<file path="config.mk">
export PLATFORM = sky130hd
export DESIGN_NAME = six_bit_io_ports
export DESIGN_NICKNAME = d
export VERILOG_FILES = /design/src/logic/io_ports_pkg.sv /design/src/logic/port_slice.sv /design/src/logic/six_bit_io_ports.sv
export SDC_FILE = /design/constraint.sdc
export NUM_CORES = 1
export LEC_CHECK = 0
export BUFFER_PORTS_ARGS = -buffer_cell sky130_fd_sc_hd__buf_2
export CORE_UTILIZATION = 49
export DETAILED_ROUTE_END_ITERATION = 10
export PLACE_DENSITY = 0.83
export SLEW_MARGIN = 30
export SYNTH_ARGS = -nofsm -noshare
export SYNTH_HDL_FRONTEND = slang
export SYNTH_SLANG_ARGS = --single-unit
</file>
<file path="constraint.sdc">
create_clock -name clk -period 1.8 [get_ports clk]
set_input_delay 0.09 -clock clk [delete_from_list [all_inputs] [get_ports clk]]
set_output_delay 0.09 -clock clk [all_outputs]
set_load 0.01 [all_outputs]
</file>
<file path="src/logic/io_ports_pkg.sv">
// package: port register map, reset values and carrier types
package io_ports_pkg;
    localparam int port_width = 6;
    localparam logic [7:0] status_flags_addr = 8'h03;
    localparam logic [7:0] port_b_pins_addr = 8'h06;
    localparam logic [7:0] port_c_pins_addr = 8'h07;
    localparam logic [5:0] direction_reset = 6'h3F;
    localparam logic [7:0] option_reset = 8'hFF;
    localparam int wake_flag_bit = 7;
    localparam int timer_clock_source_bit = 5;
    localparam int input_only_bit = 3;
    localparam int timer_clock_bit = 5;
    localparam logic [7:0] direction_load_port_b = 8'h06;
    localparam logic [7:0] direction_load_port_c = 8'h07;

    // one port's pin-facing signals
    typedef struct packed {
        logic [5:0] out;
        logic [5:0] oe;
    } pin_drive_t;

    // core access request for one cycle
    typedef struct packed {
        logic rd;
        logic wr;
        logic bit_set;
        logic bit_clear;
        logic [2:0] bit_sel;
        logic [7:0] addr;
        logic [7:0] wdata;
    } core_req_t;
endpackage

</file>
<file path="src/logic/port_slice.sv">
// module: one six-bit port, latches and direction
`timescale 1ns/1ps
module port_slice (
    // clock and reset
    input wire logic clk,
    input wire logic srst,
    // core side
    input wire logic latch_we,
    input wire logic [5:0] latch_data,
    input wire logic dir_we,
    input wire logic [5:0] dir_data,
    // pin control
    input wire logic [5:0] digital_ok,
    input wire logic [5:0] no_driver,
    input wire logic [5:0] force_in,
    input wire logic [5:0] force_out,
    output io_ports_pkg::pin_drive_t drive
);
    typedef struct packed {
        logic [5:0] latch;
        logic [5:0] dir;
        io_ports_pkg::pin_drive_t drive;
    } slice_state_t;

    slice_state_t state;
    slice_state_t next_state;

    always_comb begin
        next_state = state;
        if (latch_we) begin
            next_state.latch = latch_data;
        end
        if (dir_we) begin
            next_state.dir = dir_data;
        end
        if (srst) begin
            // latch keeps its value across reset
            next_state.dir = io_ports_pkg::direction_reset;
        end
        next_state.drive.out = next_state.latch;
        // zero direction drives, one floats; alternates and input-only override
        next_state.drive.oe = ((~next_state.dir & ~force_in) | force_out)
            & digital_ok & ~no_driver;
    end

    always_ff @(posedge clk) begin
        if (srst) begin
            state.dir <= io_ports_pkg::direction_reset;
            state.drive.oe <= 6'h00;
            state.latch <= next_state.latch;
            state.drive.out <= next_state.latch;
        end else begin
            state <= next_state;
        end
    end

    assign drive = state.drive;
endmodule

</file>
<file path="src/logic/six_bit_io_ports.sv">
// module: two six-bit general I/O ports, status wake flag
`timescale 1ns/1ps
//
// Function
// - port reads return six pin bits, upper two bits read zero
// - direction register loads from working register on direction-load instruction
// - direction one floats the pin, zero drives it from the latch
// - input-only pin never drives; timer clock pin follows clock source select
// - port read returns pin levels, never the latch contents
// - direction registers write-only, all ones on every reset
// - output latches hold until the port is written again
// - inputs pass two sync stages every cycle outside reset (stages clear during reset); reads see pins from two edges back
// - each pin except input-only has its own direction bit
// - digital I/O only when all higher-priority alternate functions disabled
// - oscillator pins have digital input disabled while oscillator selected
// - bit set/clear reads pins, modifies one bit, writes whole latch
// - writes update latches at cycle end; reads see pins sampled two edges earlier
// - status bit seven reads one only after pin-change wake reset
// - pins serving alternate functions read zero
module six_bit_io_ports (
    // clock and reset
    input wire logic clk,
    input wire logic srst,
    // core access
    input io_ports_pkg::core_req_t req,
    input wire logic dir_load,
    input wire logic option_load,
    input wire logic [7:0] w_reg,
    input wire logic [6:0] status_low,
    output logic [7:0] rdata,
    // reset cause
    input wire logic reset_by_pin_wake,
    // alternate function enables per pin, one means alternate in use
    input wire logic [5:0] alt_b,
    input wire logic [5:0] alt_c,
    input wire logic [5:0] osc_b,
    input wire logic [5:0] osc_c,
    // pins
    input wire logic [5:0] pin_b_in,
    input wire logic [5:0] pin_c_in,
    output logic [5:0] pin_b_out,
    output logic [5:0] pin_b_oe,
    output logic [5:0] pin_c_out,
    output logic [5:0] pin_c_oe,
    // timer configuration
    output logic timer_clock_source_select
);
    typedef struct packed {
        logic [5:0] sync_b1;
        logic [5:0] sync_b2;
        logic [5:0] sync_c1;
        logic [5:0] sync_c2;
        logic [7:0] option;
        logic wake_flag;
        logic [7:0] rdata;
    } top_state_t;

    top_state_t state;
    top_state_t next_state;

    logic [5:0] read_b;
    logic [5:0] read_c;
    logic b_hit;
    logic c_hit;
    logic b_latch_we;
    logic c_latch_we;
    logic [5:0] b_latch_data;
    logic [5:0] c_latch_data;
    logic [5:0] no_driver_b;
    logic [5:0] force_in_c;
    logic b_dir_we;
    logic c_dir_we;
    logic tcs;
    io_ports_pkg::pin_drive_t drive_b;
    io_ports_pkg::pin_drive_t drive_c;

    // visible pin value with alternates and oscillator inputs masked
    function automatic logic [5:0] pin_view(input logic [5:0] pins,
                                            input logic [5:0] alt,
                                            input logic [5:0] osc);
        pin_view = pins & ~alt & ~osc;
    endfunction

    // read-modify-write of one bit over the pin view
    function automatic logic [5:0] modify(input logic [5:0] view,
                                          input io_ports_pkg::core_req_t r);
        logic [7:0] v;
        v = {2'b00, view};
        if (r.bit_set) begin
            v[r.bit_sel] = 1'b1;
        end else if (r.bit_clear) begin
            v[r.bit_sel] = 1'b0;
        end else begin
            v = r.wdata;
        end
        modify = v[5:0];
    endfunction

    // a port latch takes a plain write or either bit operation aimed at it
    function automatic logic latch_write(input logic hit,
                                         input io_ports_pkg::core_req_t r);
        latch_write = hit & (r.wr | r.bit_set | r.bit_clear);
    endfunction

    // direction-load instruction naming one port
    function automatic logic dir_write(input logic load,
                                       input logic [7:0] addr,
                                       input logic [7:0] port_sel);
        dir_write = load & (addr == port_sel);
    endfunction

    assign tcs = state.option[io_ports_pkg::timer_clock_source_bit];
    // pin levels are seen two clock edges after they are sampled
    assign read_b = pin_view(state.sync_b2, alt_b, osc_b);
    assign read_c = pin_view(state.sync_c2, alt_c, osc_c);
    assign b_hit = (req.addr == io_ports_pkg::port_b_pins_addr);
    assign c_hit = (req.addr == io_ports_pkg::port_c_pins_addr);
    assign b_latch_we = latch_write(b_hit, req);
    assign c_latch_we = latch_write(c_hit, req);
    assign b_latch_data = modify(read_b, req);
    assign c_latch_data = modify(read_c, req);
    assign b_dir_we = dir_write(dir_load, req.addr, io_ports_pkg::direction_load_port_b);
    assign c_dir_we = dir_write(dir_load, req.addr, io_ports_pkg::direction_load_port_c);
    assign no_driver_b = 6'h01 << io_ports_pkg::input_only_bit;
    // timer clock source forces the timer clock pin to input
    assign force_in_c = tcs ? (6'h01 << io_ports_pkg::timer_clock_bit) : 6'h00;

    always_comb begin
        next_state = state;
        next_state.sync_b1 = pin_b_in;
        next_state.sync_b2 = state.sync_b1;
        next_state.sync_c1 = pin_c_in;
        next_state.sync_c2 = state.sync_c1;
        if (option_load) begin
            next_state.option = w_reg;
        end
        next_state.rdata = 8'h00;
        if (req.rd) begin
            if (b_hit) begin
                next_state.rdata = {2'b00, read_b};
            end else if (c_hit) begin
                next_state.rdata = {2'b00, read_c};
            end else if (req.addr == io_ports_pkg::status_flags_addr) begin
                next_state.rdata = {state.wake_flag, status_low};
            end
        end
        if (srst) begin
            next_state.option = io_ports_pkg::option_reset;
            next_state.wake_flag = reset_by_pin_wake;
        end
    end

    always_ff @(posedge clk) begin
        if (srst) begin
            state.sync_b1 <= 6'h00;
            state.sync_b2 <= 6'h00;
            state.sync_c1 <= 6'h00;
            state.sync_c2 <= 6'h00;
            state.option <= io_ports_pkg::option_reset;
            state.rdata <= 8'h00;
            // reset cause captured while reset is held
            state.wake_flag <= next_state.wake_flag;
        end else begin
            state <= next_state;
        end
    end

    port_slice u_port_b (
        .clk(clk),
        .srst(srst),
        .latch_we(b_latch_we),
        .latch_data(b_latch_data),
        .dir_we(b_dir_we),
        .dir_data(w_reg[5:0]),
        .digital_ok(~alt_b & ~osc_b),
        .no_driver(no_driver_b),
        .force_in(6'h00),
        .force_out(6'h00),
        .drive(drive_b)
    );

    port_slice u_port_c (
        .clk(clk),
        .srst(srst),
        .latch_we(c_latch_we),
        .latch_data(c_latch_data),
        .dir_we(c_dir_we),
        .dir_data(w_reg[5:0]),
        .digital_ok(~alt_c & ~osc_c),
        .no_driver(6'h00),
        .force_in(force_in_c),
        .force_out(6'h00),
        .drive(drive_c)
    );

    assign rdata = state.rdata;
    assign pin_b_out = drive_b.out;
    assign pin_b_oe = drive_b.oe;
    assign pin_c_out = drive_c.out;
    assign pin_c_oe = drive_c.oe;
    assign timer_clock_source_select = state.option[io_ports_pkg::timer_clock_source_bit];
endmodule

</file>
Word-level counts from Yosys, hierarchy flattened
Index checks and enable logic that the tools add are counted.
{"block": "classes", "n_lt_le_gt_ge": 2, "mux": 17, "add_sub_neg": 0, "div_mod_pow": 0, "n_reduce_logical": 3, "bitwise": 29, "multipliers": 0, "n_shift": 0, "n_eq_ne": 3}
{"op": "$and A6 B6 Y6", "count": 11}
{"op": "$mux W6", "count": 11}
{"op": "$not A6 Y6", "count": 8}
{"op": "$mux W8", "count": 3}
{"op": "$eq A8 B3 Y1 const B", "count": 2}
{"op": "$or A6 B6 Y6", "count": 2}
{"op": "$eq A8 B2 Y1 const B", "count": 1}
{"op": "$reduce_or A5 Y1", "count": 1}
{"op": "$and A1 B1 Y1", "count": 4}
{"op": "$lt A3 B4 Y1 const B", "count": 1}
{"op": "$demux W1 S3", "count": 1}
{"op": "$ge A3 B1 Y1 const B", "count": 1}
{"op": "$mux W1", "count": 2}
{"op": "$not A1 Y1", "count": 2}
{"op": "$or A1 B1 Y1", "count": 2}
{"op": "$reduce_or A2 Y1", "count": 1}
{"op": "$logic_and A1 B1 Y1", "count": 1}
{"block": "word_totals", "latchBits": 0, "mem_bits_rw": 0, "regBits": 89, "output_inout_bits": 33, "romBits": 0, "inputBits": 79, "wordCells": 71, "n_memories": 0}

Depth between registers and ports, before layout
{"block": "logic_depth", "ltp_word": 9, "mapped_depth": 5, "mapped_depth_nobuf": 3}

By module
A second synthesis with hierarchy kept.
{"block": "unflattened", "hier_cells": 302, "area_unflattened_um2": 3139.3}
{"mod": "six_bit_io_ports", "seq_area_each_um2": 690.7, "instances": 1, "cells_per_inst": 178, "area_each_um2": 1575.3}
{"mod": "port_slice", "seq_area_each_um2": 420.4, "instances": 2, "cells_per_inst": 62, "area_each_um2": 782.0}

Worst setup path after synthesis
No wires, ideal clock.
{"block": "synth_timing", "path_kind": "in2reg", "start": "input req[8] (netlist name)", "end": "register u_port_c.drive[10] (netlist name)", "arrival_time_ns": 1.118, "setup_slack_ns": 0.303, "path_buffers": 2, "setup_ns": 0.378, "path_stages": 3, "required_time_ns": 1.422, "path_cell_list": "buf_2 > buf_1 > nor3b_1"}
{"block": "synth_via", "elab_chain_cells": 3}
{"element": "start: declaration", "line_no": "six_bit_io_ports.sv:25", "rtl": "input io_ports_pkg::core_req_t req,"}
{"element": "$eq A8 B3 Y1", "line_no": "six_bit_io_ports.sv:117", "rtl": "assign c_hit = (req.addr == io_ports_pkg::port_c_pins_addr);"}
{"element": "$and A1 B1 Y1", "line_no": "six_bit_io_ports.sv:102", "rtl": "latch_write = hit & (r.wr | r.bit_set | r.bit_clear);"}
{"element": "net c_latch_we", "line_no": "six_bit_io_ports.sv:66", "rtl": "logic c_latch_we;"}
{"element": "$mux W6", "line_no": "port_slice.sv:30", "rtl": "if (latch_we) begin"}
The timed path passes the listed nets, and every way through them passes these cells.
A chain may end at the register's enable or synchronous reset.

Final worst setup path
{"block": "layout_timing", "start": "input option_load", "end": "register state, in the netlist timer_clock_source_select"}
{"element": "start: declaration", "line_no": "six_bit_io_ports.sv:27", "rtl": "input wire logic option_load,"}
{"element": "end signal: assignment", "line_no": "six_bit_io_ports.sv:164", "rtl": "state <= next_state;"}
{"element": "end: declaration", "line_no": "six_bit_io_ports.sv:58", "rtl": "top_state_t state;"}
No word-level cell between the ends.

==> flow_summary.json <==
{
  "fmax_ghz": 0.730,
  "clock_slew_at_the_register_clock_pins_of_the_worst_setup_and_hold_paths_ns": 0.07,
  "grt_pass1_wl_mm": 10.1,
  "worst_slew_margin_rel_pct": 66.1,
  "route.vias.total": 2388,
  "floorplan.initialDensity_pct": 50.8,
  "yosys.area.top_type_share_pct": 36.6,
  "port_buffers": 106,
  "final.setup.tns_ns": 0,
  "die_area_mm2": 0.00645,
  "finalCritPeriodShare_pct": 76.1,
  "synth-seq-cells": 68,
  "detail_route.wirelength_mm": 6.56,
  "clock_latency_reported_for_the_late_side_of_the_worst_skew_pair_ns": 0.33,
  "yosys_most_used_dff": "sky130_fd_sc_hd__dfxtp_1",
  "synth_most_common_cell": "sky130_fd_sc_hd__dfxtp_1",
  "synth.top_cells.by_area": "sky130_fd_sc_hd__dfxtp_1, sky130_fd_sc_hd__edfxtp_1, sky130_fd_sc_hd__buf_4",
  "worst-slew-pin-transition_ns": 0.507,
  "dr.first_iter.drc_count": 79,
  "async_reset_ff_share_pct": 0,
  "finish.net_count": 466,
  "clock_tree.htree_level_count": 3,
  "run_status": "completed",
  "worst_path_most_repeated_cell": "sky130_fd_sc_hd__dlygate4sd3_1",
  "die-height_um": 80.3,
  "final.min_clock_period_ns": 1.37,
  "worstPathArrival_ns": 1.59,
  "fraction_of_final_layout_cells_sized_beyond_drive_strength_1_pct": 34.0,
  "die_width_um": 80.3,
  "num_rows": 28,
  "vdd.ir_drop.worst_uv": 490,
  "post_synth.cell_area_avg_um2": 10.3,
  "place_hpwl_mm": 4.74,
  "routedWlPerCell_um": 14.1,
  "cts.sink_count": 68,
  "vias_per_cell": 5.12,
  "cp_data_required_time_ns": 2.02,
  "global_route_usage_over_all_layers_pct": 21.6,
  "critical_path.endpoint_type": "flop",
  "grt_start_max_net_pins": 66,
  "postSynthNetCount": 371,
  "yosys.area.top_type": "sky130_fd_sc_hd__dfxtp_1",
  "cts.repair_timing.setup_buffer_count": 0,
  "setup_repair_after_global_routing_missed_its_margin": "false",
  "drc": 0,
  "finish.cell_count_without_fillers": 466,
  "grt_pass1_vias": 2254,
  "critical_path.cell_chain": "dlygate4sd3_1, buf_2, a211o_1, dlygate4sd3_1",
  "mappedNetlistArea_mm2": 0.00301,
  "yosysWarnings": 0,
  "gpl.final_weighted_congestion": 0.811,
  "power_density_mw_per_mm2": 793,
  "cts_made_buffers": 9,
  "hold_path.class": "input port to flop",
  "num_antenna_cells": 0,
  "timing.critical_path.slowest_cell_delay_ns": 0.56,
  "tritoncts_clock_tree": "yes",
  "cp_max_fo": 2,
  "drv_slew": 0,
  "gr-total-overflow": 0,
  "syn_inst": 292,
  "path_class": "input port to flop",
  "timing.clock.skew_ns": 0.00462,
  "critical_path.top_delay_family": "buffers and inverters",
  "grt_antenna_before_repair": 0,
  "report.final.setup_viol": 0,
  "layout.cell_area.non_filler_mm2": 0.00373,
  "power_mw": 2.96,
  "clock_tree.buffer_depth": 2,
  "timing.critical_path.slowest_stage_cell": "sky130_fd_sc_hd__dlygate4sd3_1",
  "pleak_nw": 1.67,
  "maxCapViolCount": 0,
  "ctsRootBufferMaster": "sky130_fd_sc_hd__clkbuf_8",
  "final_antenna_net_count": 0,
  "synth-edff-count": 13,
  "drt_first_pass_iters": 4,
  "synth_common_cells": "sky130_fd_sc_hd__dfxtp_1, sky130_fd_sc_hd__buf_4, sky130_fd_sc_hd__nor2b_1",
  "dpl_cell_area_mm2": 0.00339,
  "number_of_hold_slack_violations_in_the_final_timing_report": 0,
  "setup.worst_path.start_class": "input port",
  "ioPinCount": 112,
  "dp_cells": 434,
  "netlist-cell-type-count": 32,
  "critical_path.n_buffers_inverters": 3,
  "areaGrowthSynthToFinish_pct": 24.3,
  "seq_area_frac_synth_pct": 49.6,
  "core_area_mm2": 0.00592
}
sequential cells by signal, indices dropped and copies added (netlist names):
register and count:
next_state 12, rdata 8, state 13, timer_clock_source_select 1, u_port_b.drive 5, u_port_b.state 11, u_port_c.drive 12, u_port_c.state 6
cell families after synthesis:
group	synth area share (%)
muxes	11.7
buffers and inverters	10.2
AOI/OAI and AO/OA	5.04
DFF	49.6
other	0.125
and+or+nand+nor	23.2
final cells by class:
type / instances / area (um^2)
flip-flops and latches: 68 / 1490
fillers: 488 / 2190
well taps: 75 / 93.8
clock buffers: 13 / 160
multi-input cells: 177 / 1210
clock inverters: 2 / 10.0
repair buffers: 131 / 773
layout by cell type (no fill, tap or decap), types with 2 or more instances in the layout:
cell type                         n
sky130_fd_sc_hd__a31oi_1          2
sky130_fd_sc_hd__nand2_1         12
sky130_fd_sc_hd__dfxtp_1         55
sky130_fd_sc_hd__edfxtp_1        13
sky130_fd_sc_hd__nand4b_1         2
sky130_fd_sc_hd__o31ai_1          4
sky130_fd_sc_hd__nand3_1          3
sky130_fd_sc_hd__mux2_1           5
sky130_fd_sc_hd__o21ai_0          8
sky130_fd_sc_hd__nor2b_1         27
sky130_fd_sc_hd__and3b_1          2
sky130_fd_sc_hd__clkbuf_1         3
sky130_fd_sc_hd__dlygate4sd3_1   17
sky130_fd_sc_hd__buf_2          106
sky130_fd_sc_hd__a21oi_1          6
sky130_fd_sc_hd__clkinv_2         2
sky130_fd_sc_hd__mux2i_1         24
sky130_fd_sc_hd__clkbuf_8         9
sky130_fd_sc_hd__and3_1           3
sky130_fd_sc_hd__nor3_1           4
sky130_fd_sc_hd__nor4_1          21
sky130_fd_sc_hd__nor2_1          22
sky130_fd_sc_hd__buf_4            7
sky130_fd_sc_hd__nor3b_1         15
sky130_fd_sc_hd__mux2_2           5
sky130_fd_sc_hd__a211oi_1         4
per-stage QoR:
stage,hold slack [ns],worst slack (ns),util (%)
finish,0.0532,0.431,63.1
CTS,0.0406,0.482,63.1
global placement,0.271,0.281,57.3
detailed placement,0.272,0.229,57.3
global route,0.0610,0.409,63.1
floorplan,0.189,0.303,-
timing repair:
action | 4_1_cts | 5_1_grt
hold buffers | 17 | 0
resized for setup | 0 | 0
hold endpoints to repair | 16 | 0
report_power, final:
part | internal [mW] | total (mW) | switching (mW) | leakage (nW)
clock | 0.573 | 1.09 | 0.520 | 0.0884
combinational | 0.144 | 0.282 | 0.138 | 1.00
sequential | 1.58 | 1.59 | 0.00616 | 0.580
worst paths after layout:
path	from	to	slack [ns]	cells past startpoint
worst max-delay path	option_load	timer_clock_source_select	0.43	4
worst min-delay path	req[3]	u_port_b.state[21]	0.05	3
worst max register to register	timer_clock_source_select	timer_clock_source_select	0.47	3
worst min register to register	next_state[21]	state[21]	0.44	1
metal layers:
| layer | wire length (um) | global-route usage (%) | vias to the layer above |
|---|---|---|---|
| met4 | 184 | 11.8 | 0 |
| met3 | 430 | 4.43 | 17 |
| met1 | 2710 | 24.2 | 1084 |
| met5 | 0 | 0 | - |
| li1 | - | - | 1192 |
| met2 | 3240 | 38.0 | 95 |
worst register-to-register path, cell delays in order (launching register included):
cell and delay, ns:
sky130_fd_sc_hd__dfxtp_1 0.32, sky130_fd_sc_hd__nor2b_1 0.12, sky130_fd_sc_hd__a211o_1 0.22, sky130_fd_sc_hd__dlygate4sd3_1 0.56
No activity file was read; power rests on OpenSTA's default activity.
